[src/hdl/dpat_map.vh]
// Purpose: Offsets, fields, reset values and codes of the aging/trap bank
// Assumes: Included by every design file of the block by its bare name
// Notes: Definitions only, no logic
`ifndef DPAT_MAP_VH
`define DPAT_MAP_VH

// Bus widths
`define DPAT_AW 8
`define DPAT_DW 32

// Register byte offsets
`define DPAT_OFF_THRESH 8'h00
`define DPAT_OFF_RAW 8'h04
`define DPAT_OFF_MASKED 8'h08
`define DPAT_OFF_EN_SET 8'h0C
`define DPAT_OFF_EN_CLR 8'h10
`define DPAT_OFF_AGE_STAT 8'h14

// Field positions
`define DPAT_THR_MSB 7
`define DPAT_TRAP_BIT 2
`define DPAT_CNT_LSB 0
`define DPAT_BOOSTS_LSB 8

// Reset values and special codes
`define DPAT_THR_RESET 8'hFF
`define DPAT_THR_DISABLE 8'hFF
`define DPAT_WORD_ZERO 32'h0000_0000

// Bus responses
`define DPAT_RESP_OKAY 2'h0
`define DPAT_RESP_SLVERR 2'h2

`endif

[src/hdl/dpat_age_counter.v]
// Purpose: Counts memory transfers and pulses a priority boost
// Assumes: xfer_done is a one-cycle pulse on aclk
// Notes: Boost is a single-cycle pulse for the oldest FIFO entry
`include "dpat_map.vh"

module dpat_age_counter (
  // Clock and reset
  input wire aclk,
  input wire aresetn,
  // Control
  input wire [7:0] oldest_cmd_boost_threshold,
  input wire xfer_done,
  // Results
  output wire [7:0] xfer_count,
  output wire boost
);

  reg [7:0] cnt_ff;
  reg [7:0] nxt_cnt;
  reg boost_ff;
  reg nxt_boost;

  // A setting of N boosts after N+1 transfers; >= copes with a lowered
  // threshold while the count is already past it
  always @*
  begin
    nxt_cnt = cnt_ff;
    nxt_boost = 1'b0;
    if (oldest_cmd_boost_threshold == `DPAT_THR_DISABLE)
    begin
      nxt_cnt = 8'h00;
    end
    else if (xfer_done)
    begin
      if (cnt_ff >= oldest_cmd_boost_threshold)
      begin
        nxt_cnt = 8'h00;
        nxt_boost = 1'b1;
      end
      else
      begin
        nxt_cnt = cnt_ff + 8'h01;
      end
    end
  end

  // Count state
  always @(posedge aclk)
  begin
    if (!aresetn)
    begin
      cnt_ff <= 8'h00;
      boost_ff <= 1'b0;
    end
    else
    begin
      cnt_ff <= nxt_cnt;
      boost_ff <= nxt_boost;
    end
  end

  assign xfer_count = cnt_ff;
  assign boost = boost_ff;

endmodule // dpat_age_counter

[src/hdl/dpat_top.v]
// Purpose: AXI4-Lite register bank for command aging and line-trap status
// Assumes: Transfer and trap events are pulses from logic on aclk
// Notes: One write and one read in flight; unmapped offsets get SLVERR
//
// Summary of operation
// - Count transfers, then boost oldest command
// - Threshold N means N plus one transfers
// - Threshold FFh never boosts
// - Raw trap flag sets regardless of enable
// - Raw flag one means trap since clear
// - Write one raw clears raw and masked
// - Masked flag sets only when enabled
// - Write one masked clears both flags
// - Write one set enables, both read one
// - Write one clear disables, both read zero
// - Simultaneous set and clear leaves disabled
`include "dpat_map.vh"

module dpat_top (
  // Clock and reset
  input wire aclk,
  input wire aresetn,
  // AXI4-Lite write address
  input wire s_axi_awvalid,
  output wire s_axi_awready,
  input wire [`DPAT_AW-1:0] s_axi_awaddr,
  input wire [2:0] s_axi_awprot,
  // AXI4-Lite write data
  input wire s_axi_wvalid,
  output wire s_axi_wready,
  input wire [`DPAT_DW-1:0] s_axi_wdata,
  input wire [3:0] s_axi_wstrb,
  // AXI4-Lite write response
  output wire s_axi_bvalid,
  input wire s_axi_bready,
  output wire [1:0] s_axi_bresp,
  // AXI4-Lite read address
  input wire s_axi_arvalid,
  output wire s_axi_arready,
  input wire [`DPAT_AW-1:0] s_axi_araddr,
  input wire [2:0] s_axi_arprot,
  // AXI4-Lite read data
  output wire s_axi_rvalid,
  input wire s_axi_rready,
  output wire [`DPAT_DW-1:0] s_axi_rdata,
  output wire [1:0] s_axi_rresp,
  // Controller events
  input wire xfer_done,
  input wire trap_detect,
  // Controller results
  output wire boost_oldest,
  output wire irq
);

  // Register select codes
  localparam [2:0] SEL_NONE = 3'h0;
  localparam [2:0] SEL_THRESH = 3'h1;
  localparam [2:0] SEL_RAW = 3'h2;
  localparam [2:0] SEL_MASKED = 3'h3;
  localparam [2:0] SEL_EN_SET = 3'h4;
  localparam [2:0] SEL_EN_CLR = 3'h5;
  localparam [2:0] SEL_AGE_STAT = 3'h6;

  // Address decode shared by the read and write paths
  function [2:0] reg_sel;
    input [`DPAT_AW-1:0] addr;
    begin
      case ({addr[`DPAT_AW-1:2], 2'b00})
        `DPAT_OFF_THRESH: reg_sel = SEL_THRESH;
        `DPAT_OFF_RAW: reg_sel = SEL_RAW;
        `DPAT_OFF_MASKED: reg_sel = SEL_MASKED;
        `DPAT_OFF_EN_SET: reg_sel = SEL_EN_SET;
        `DPAT_OFF_EN_CLR: reg_sel = SEL_EN_CLR;
        `DPAT_OFF_AGE_STAT: reg_sel = SEL_AGE_STAT;
        default: reg_sel = SEL_NONE;
      endcase
    end
  endfunction

  // Bus state
  reg aw_held_ff;
  reg w_held_ff;
  reg [`DPAT_AW-1:0] awaddr_ff;
  reg [`DPAT_DW-1:0] wdata_ff;
  reg [3:0] wstrb_ff;
  reg bvalid_ff;
  reg [1:0] bresp_ff;
  reg rvalid_ff;
  reg [`DPAT_DW-1:0] rdata_ff;
  reg [1:0] rresp_ff;
  reg awready_ff;
  reg wready_ff;
  reg arready_ff;

  // Software state
  reg [7:0] thresh_ff;
  reg [7:0] boosts_ff;

  // Internal nets
  wire aw_take;
  wire w_take;
  wire ar_take;
  wire wr_fire;
  wire wr_lane0;
  wire wr_bit;
  wire [2:0] wr_sel;
  wire [2:0] rd_sel;
  wire flag_clear;
  wire enable_set;
  wire enable_clear;
  wire trap_raw_flag;
  wire trap_masked_flag;
  wire trap_enable;
  wire [7:0] xfer_count;
  wire boost;
  wire nxt_aw_held;
  wire nxt_w_held;
  wire nxt_bvalid;
  wire nxt_rvalid;
  reg [`DPAT_DW-1:0] rd_word;

  // Handshakes; address and data are taken independently, in any order
  assign aw_take = s_axi_awvalid & awready_ff;
  assign w_take = s_axi_wvalid & wready_ff;
  assign ar_take = s_axi_arvalid & arready_ff;

  // Next holding and answer states; the ready flops look one edge ahead
  assign nxt_aw_held = aw_take | (aw_held_ff & ~wr_fire);
  assign nxt_w_held = w_take | (w_held_ff & ~wr_fire);
  assign nxt_bvalid = wr_fire | (bvalid_ff & ~s_axi_bready);
  assign nxt_rvalid = ar_take | (rvalid_ff & ~s_axi_rready);

  // The write lands one edge after both halves are held
  assign wr_fire = aw_held_ff & w_held_ff & ~bvalid_ff;
  assign wr_sel = reg_sel(awaddr_ff);
  assign rd_sel = reg_sel(s_axi_araddr);
  // Only lane 0 holds live bits, other lanes are dropped
  assign wr_lane0 = wr_fire & wstrb_ff[0];
  assign wr_bit = wr_lane0 & wdata_ff[`DPAT_TRAP_BIT];

  // Software strobes; a written zero does nothing
  assign flag_clear = wr_bit &
    ((wr_sel == SEL_RAW) | (wr_sel == SEL_MASKED));
  assign enable_set = wr_bit & (wr_sel == SEL_EN_SET);
  assign enable_clear = wr_bit & (wr_sel == SEL_EN_CLR);

  // Write address and data capture
  always @(posedge aclk)
  begin
    if (!aresetn)
    begin
      aw_held_ff <= 1'b0;
      w_held_ff <= 1'b0;
      awaddr_ff <= {`DPAT_AW{1'b0}};
      wdata_ff <= `DPAT_WORD_ZERO;
      wstrb_ff <= 4'h0;
    end
    else
    begin
      if (aw_take)
      begin
        aw_held_ff <= 1'b1;
        awaddr_ff <= s_axi_awaddr;
      end
      else if (wr_fire)
      begin
        aw_held_ff <= 1'b0;
      end
      if (w_take)
      begin
        w_held_ff <= 1'b1;
        wdata_ff <= s_axi_wdata;
        wstrb_ff <= s_axi_wstrb;
      end
      else if (wr_fire)
      begin
        w_held_ff <= 1'b0;
      end
    end
  end

  // Write response; unmapped offsets answer SLVERR and change nothing
  always @(posedge aclk)
  begin
    if (!aresetn)
    begin
      bvalid_ff <= 1'b0;
      bresp_ff <= `DPAT_RESP_OKAY;
    end
    else if (wr_fire)
    begin
      bvalid_ff <= 1'b1;
      bresp_ff <= (wr_sel == SEL_NONE) ? `DPAT_RESP_SLVERR :
        `DPAT_RESP_OKAY;
    end
    else if (bvalid_ff & s_axi_bready)
    begin
      bvalid_ff <= 1'b0;
    end
  end

  // Threshold register; upper bits are not stored
  always @(posedge aclk)
  begin
    if (!aresetn)
    begin
      thresh_ff <= `DPAT_THR_RESET;
    end
    else if (wr_lane0 & (wr_sel == SEL_THRESH))
    begin
      thresh_ff <= wdata_ff[`DPAT_THR_MSB:0];
    end
  end

  // Count of boosts issued, wraps; lets software see aging at work
  always @(posedge aclk)
  begin
    if (!aresetn)
    begin
      boosts_ff <= 8'h00;
    end
    else if (boost)
    begin
      boosts_ff <= boosts_ff + 8'h01;
    end
  end

  // Read mux; every bit not listed reads as zero
  always @*
  begin
    rd_word = `DPAT_WORD_ZERO;
    case (rd_sel)
      SEL_THRESH:
        rd_word[`DPAT_THR_MSB:0] = thresh_ff;
      SEL_RAW:
        rd_word[`DPAT_TRAP_BIT] = trap_raw_flag;
      SEL_MASKED:
        rd_word[`DPAT_TRAP_BIT] = trap_masked_flag;
      SEL_EN_SET:
        rd_word[`DPAT_TRAP_BIT] = trap_enable;
      SEL_EN_CLR:
        rd_word[`DPAT_TRAP_BIT] = trap_enable;
      SEL_AGE_STAT:
      begin
        rd_word[`DPAT_CNT_LSB+7:`DPAT_CNT_LSB] = xfer_count;
        rd_word[`DPAT_BOOSTS_LSB+7:`DPAT_BOOSTS_LSB] = boosts_ff;
      end
      default:
        rd_word = `DPAT_WORD_ZERO;
    endcase
  end

  // Read channel; data are sampled at the address edge
  always @(posedge aclk)
  begin
    if (!aresetn)
    begin
      rvalid_ff <= 1'b0;
      rdata_ff <= `DPAT_WORD_ZERO;
      rresp_ff <= `DPAT_RESP_OKAY;
    end
    else if (ar_take)
    begin
      rvalid_ff <= 1'b1;
      rdata_ff <= rd_word;
      rresp_ff <= (rd_sel == SEL_NONE) ? `DPAT_RESP_SLVERR :
        `DPAT_RESP_OKAY;
    end
    else if (rvalid_ff & s_axi_rready)
    begin
      rvalid_ff <= 1'b0;
    end
  end

  // Ready flops; built from next states so no port leaves a gate
  always @(posedge aclk)
  begin
    if (!aresetn)
    begin
      awready_ff <= 1'b1;
      wready_ff <= 1'b1;
      arready_ff <= 1'b1;
    end
    else
    begin
      awready_ff <= ~nxt_aw_held & ~nxt_bvalid;
      wready_ff <= ~nxt_w_held & ~nxt_bvalid;
      arready_ff <= ~nxt_rvalid;
    end
  end

  // Transfer aging
  dpat_age_counter u_age (
    .aclk(aclk),
    .aresetn(aresetn),
    .oldest_cmd_boost_threshold(thresh_ff),
    .xfer_done(xfer_done),
    .xfer_count(xfer_count),
    .boost(boost)
  );

  // Line-trap flags and enable
  dpat_trap_flags u_trap (
    .aclk(aclk),
    .aresetn(aresetn),
    .trap_detect(trap_detect),
    .flag_clear(flag_clear),
    .enable_set(enable_set),
    .enable_clear(enable_clear),
    .trap_raw_flag(trap_raw_flag),
    .trap_masked_flag(trap_masked_flag),
    .trap_enable(trap_enable)
  );

  // Ports straight from flip-flops
  assign s_axi_awready = awready_ff;
  assign s_axi_wready = wready_ff;
  assign s_axi_arready = arready_ff;
  assign s_axi_bvalid = bvalid_ff;
  assign s_axi_bresp = bresp_ff;
  assign s_axi_rvalid = rvalid_ff;
  assign s_axi_rdata = rdata_ff;
  assign s_axi_rresp = rresp_ff;
  assign boost_oldest = boost;
  // Interrupt is the masked flag itself, no extra lag
  assign irq = trap_masked_flag;

endmodule // dpat_top

[src/hdl/dpat_trap_flags.v]
// Purpose: Raw and masked line-trap flags and the trap enable
// Assumes: All strobes are one-cycle pulses on aclk
// Notes: A trap in the clearing cycle wins over the clear at the raw flag, and at the masked flag while enabled
`include "dpat_map.vh"

module dpat_trap_flags (
  // Clock and reset
  input wire aclk,
  input wire aresetn,
  // Events and software strobes
  input wire trap_detect,
  input wire flag_clear,
  input wire enable_set,
  input wire enable_clear,
  // State
  output wire trap_raw_flag,
  output wire trap_masked_flag,
  output wire trap_enable
);

  reg raw_ff;
  reg masked_ff;
  reg enable_ff;
  reg nxt_raw;
  reg nxt_masked;
  reg nxt_enable;

  // Next flag and enable values
  always @*
  begin
    nxt_raw = trap_detect | (raw_ff & ~flag_clear);
    nxt_masked = (trap_detect & enable_ff) |
      (masked_ff & ~flag_clear);
    nxt_enable = enable_ff;
    if (enable_clear)
    begin
      nxt_enable = 1'b0;
    end
    else if (enable_set)
    begin
      nxt_enable = 1'b1;
    end
  end

  // Flag state
  always @(posedge aclk)
  begin
    if (!aresetn)
    begin
      raw_ff <= 1'b0;
      masked_ff <= 1'b0;
      enable_ff <= 1'b0;
    end
    else
    begin
      raw_ff <= nxt_raw;
      masked_ff <= nxt_masked;
      enable_ff <= nxt_enable;
    end
  end

  assign trap_raw_flag = raw_ff;
  assign trap_masked_flag = masked_ff;
  assign trap_enable = enable_ff;

endmodule // dpat_trap_flags

[config.mk]
export PLATFORM = sky130hd
export DESIGN_NAME = dpat_top
export DESIGN_NICKNAME = d
export VERILOG_FILES = /design/src/hdl/dpat_age_counter.v /design/src/hdl/dpat_top.v /design/src/hdl/dpat_trap_flags.v
export VERILOG_INCLUDE_DIRS = /design/src /design/src/hdl
export SDC_FILE = /design/constraint.sdc
export NUM_CORES = 1
export LEC_CHECK = 0
export BUFFER_PORTS_ARGS = -buffer_cell sky130_fd_sc_hd__clkbuf_2
export CORE_MARGIN = 5
export CORE_UTILIZATION = 23
export CTS_BUF_LIST = sky130_fd_sc_hd__clkbuf_4 sky130_fd_sc_hd__clkbuf_8
export CTS_CLUSTER_DIAMETER = 100
export CTS_CLUSTER_SIZE = 24
export DETAILED_ROUTE_END_ITERATION = 7
export REMOVE_ABC_BUFFERS = 1
export SYNTH_ARGS = -nofsm -noshare
export SYNTH_HDL_FRONTEND = slang
export SYNTH_SLANG_ARGS = --single-unit
export TNS_END_PERCENT = 20
[constraint.sdc]
create_clock -name aclk -period 4 [get_ports aclk]
set_input_delay 0.4 -clock aclk [delete_from_list [all_inputs] [get_ports aclk]]
set_output_delay 0.4 -clock aclk [all_outputs]
set_load 0.05 [all_outputs]
==> impl_metrics.env <==
export IMPL_grt_pass1_vias=2600
export IMPL_power_frac_seq=0.486
export IMPL_final_net_count=487
export IMPL_synth_warnings=0
export IMPL_syn_area_per_cell_sq_um=9.05
export IMPL_dp_hpwl_um=5660
export IMPL_skew_ns=0.00992
export IMPL_cpLargestDelayFamily="compound AO/OA/AOI/OAI gates"
export IMPL_cts_buffers=9
export IMPL_syn_area_sq_um=3250
export IMPL_grt_overflow=0
export IMPL_tritoncts="built"
export IMPL_fin_crit_sh=0.506
export IMPL_wire_per_inst_um=13.1
export IMPL_fp_row_count=43
export IMPL_drt_pass1_iter_count=4
export IMPL_slew_viol_final=0
export IMPL_powerDensity_nw_per_um2=387
export IMPL_slew_headroom=0.357
export IMPL_clk_insertion_delay_late_ns=0.35
export IMPL_post_cts_setup_buffers=0
export IMPL_worstPathMaxFanout=9
export IMPL_drt_total_wl_um=7810
export IMPL_start_util=0.234
export IMPL_criticalPathCategory="reg2reg"
export IMPL_grt_setup_unrepaired="false"
export IMPL_path_buf_inv=1
export IMPL_swShare=0.277
export IMPL_grt_total_usage=0.0965
export IMPL_cp_required_ns=4.26
export IMPL_leakagePower_nw=1.61
export IMPL_numClockSinks=68
export IMPL_worst_pin_slew_ns=0.964
export IMPL_port_buffers=54
export IMPL_ctsResizeCount=0
export IMPL_synth_edf_count=0
export IMPL_max_freq_mhz=495
export IMPL_p_total_mw=1.48
export IMPL_cts_buffer_depth=2
export IMPL_whs_ns=0.277
export IMPL_postSynthCellCount=359
export IMPL_combPwrFrac=0.117
export IMPL_ant_nets=0
export IMPL_start_kind="register"
export IMPL_ys_flop_type="dfxtp_1"
export IMPL_antenna_cells=0
export IMPL_viasPerCell=4.52
export IMPL_fin_ws_ns=1.98
export IMPL_vias=2688
export IMPL_die_h_um=129
export IMPL_finalSetupViolCount=0
export IMPL_critPathArrivalTime_ns=2.28
export IMPL_synth_cell_type_count=54
export IMPL_gp_congestion=0.802
export IMPL_area_growth_pct=17.6
export IMPL_p_sw_uw=410
export IMPL_antenna_found_initial=0
export IMPL_dp_cells=579
export IMPL_seq_area_frac_synth=0.419
export IMPL_path_clk_slew_ns=0.08
export IMPL_h_tree_depth=3
export IMPL_path_cells="inv_1 -> ha_1 -> and2_1 -> a221oi_4 -> o21ai_2 -> a211oi_1"
export IMPL_hold_viol=0
export IMPL_stdcell_area_sq_um=3820
export IMPL_core_region_area_sq_um=13900
export IMPL_final_cells=595
export IMPL_grt_max_degree=60
export IMPL_fill_cells=1499
export IMPL_final_core_util=0.275
export IMPL_dp_slack_ns=1.94
export IMPL_hp_class="in2reg"
export IMPL_critPathSlowestCell="a221oi_4"
export IMPL_tns_ns=0
export IMPL_synthArstFlopShare=0
export IMPL_vdd_drop_max_mv=0.180
export IMPL_cts_hold_buf=0
export IMPL_intPower_mw=1.07
export IMPL_grt_pass1_wl_um=12900
export IMPL_die_x_um=129
export IMPL_endpoint_kind="register"
export IMPL_ys_ff_latch=68
export IMPL_cts_root_buffer="clkbuf_8"
export IMPL_layout_drive_gt1_share=0.205
export IMPL_die_area_sq_um=16600
export IMPL_cpPeakStageDelay_ns=0.45
export IMPL_io_pin_count=110
export IMPL_cap_violations=0
export IMPL_drt_iter0_markers=55
export IMPL_status="completed"
export IMPL_drc=0
export IMPL_period_minus_slack_ns=2.02
export IMPL_placed_cell_area_sq_um=3610
export IMPL_pwr_share_clk=0.397
==> power groups by stage <==
stage	Sequential, mW	Combinational, mW	Clock (mW)
after CTS	0.718	0.176	0.604
after detailed placement	0.734	0.176	0
final	0.718	0.173	0.587
after floorplan	0.762	0.0887	0
after global routing	0.721	0.190	0.634
after global placement	0.732	0.171	0
==> synth_stat cells, types with 4 or more instances <==
master     instances  share of area
a211oi_1           4         0.0092
a31oi_1            8          0.015
nand3_1           10          0.015
buf_4             18          0.042
nor2b_1           10          0.019
mux2i_1            9          0.028
nand2_1           58          0.067
nor3_1             5         0.0077
a221oi_1           8          0.022
o21ai_0           14          0.022
clkbuf_1           9          0.010
o2111ai_1          5          0.013
nand4_1            5         0.0096
a21oi_1            5         0.0077
nor2_1            13          0.015
xnor2_1            8          0.022
ha_1              10          0.038
and2_1            15          0.029
inv_1             10          0.012
a21boi_0          19          0.044
dfxtp_1           68           0.42
==> layer usage <==
layer	vias up	track usage	part of all wire
met5	-	0	0
met3	12	0.0324	0.068
met4	0	0.0334	0.013
li1	1340	-	-
met2	86	0.148	0.46
met1	1250	0.127	0.46
==> area by class of cell <==
| cell class | instances | area [sq um] | area share |
|---|---|---|---|
| Multi-Input combinational cell | 266 | 1720 | 0.449 |
| Sequential cell | 68 | 1360 | 0.356 |
| Clock buffer | 12 | 159 | 0.0416 |
| Tap cell | 180 | 225 | 0.0589 |
| Clock inverter | 4 | 47.5 | 0.0124 |
| Inverter | 11 | 41.3 | 0.0108 |
| Timing Repair Buffer | 54 | 270 | 0.0707 |
==> state kept, by name (all words and copies together), names as in the netlist, 6 cells and up <==
signal,count
s_axi_rdata,16
boosts_ff,8
wdata_ff,8
thresh_ff,8
u_age.xfer_count,8
awaddr_ff,6
==> worst paths after layout <==
path / from / end / slack [ns] / cells after the start
min: trap_detect / u_trap.trap_raw_flag / 0.28 / 2
min reg2reg: s_axi_rdata[15] / s_axi_rdata[15] / 0.46 / 2
max: thresh_ff[7] / u_age.xfer_count[5] / 1.98 / 6
max reg2reg: thresh_ff[7] / u_age.xfer_count[5] / 1.98 / 6
==> worst register-to-register path, delay by kind of cell, from the launching register on <==
| kind | cells | cell delay [ns] |
|---|---|---|
| DFF | 1 | 0.44 |
| adders and majority gates | 1 | 0.34 |
| and+or+nand+nor | 1 | 0.22 |
| buffers and inverters | 1 | 0.07 |
| AOI/OAI and AO/OA | 3 | 0.85 |
==> kinds of logic after synthesis <==
logic type                 synth area share
AOI/OAI and AO/OA                     0.199
xor gates and xnor gates             0.0243
adders and majority gates            0.0385
buffers and inverters                0.0727
DFF                                   0.419
muxes                                0.0277
other                               0.00115
and+or+nand+nor                       0.217
==> cells in the final DEF (no fill, tap or decap), types with 8 or more instances in the layout <==
| master | netlist | layout |
|---|---|---|
| nor2b_1 | 10 | 10 |
| ha_1 | 10 | 10 |
| nor2_1 | 13 | 13 |
| nand2_1 | 58 | 58 |
| clkbuf_2 | 1 | 54 |
| mux2i_1 | 9 | 9 |
| a21boi_0 | 19 | 19 |
| inv_1 | 10 | 10 |
| and2_1 | 15 | 15 |
| nand3_1 | 10 | 10 |
| xnor2_1 | 8 | 8 |
| o21ai_0 | 14 | 14 |
| dfxtp_1 | 68 | 68 |
| clkbuf_8 | 0 | 11 |
| conb_1 | 1 | 18 |
| a31oi_1 | 8 | 8 |
| a221oi_1 | 8 | 8 |
Note: power is estimated with default switching activity, not from simulation.
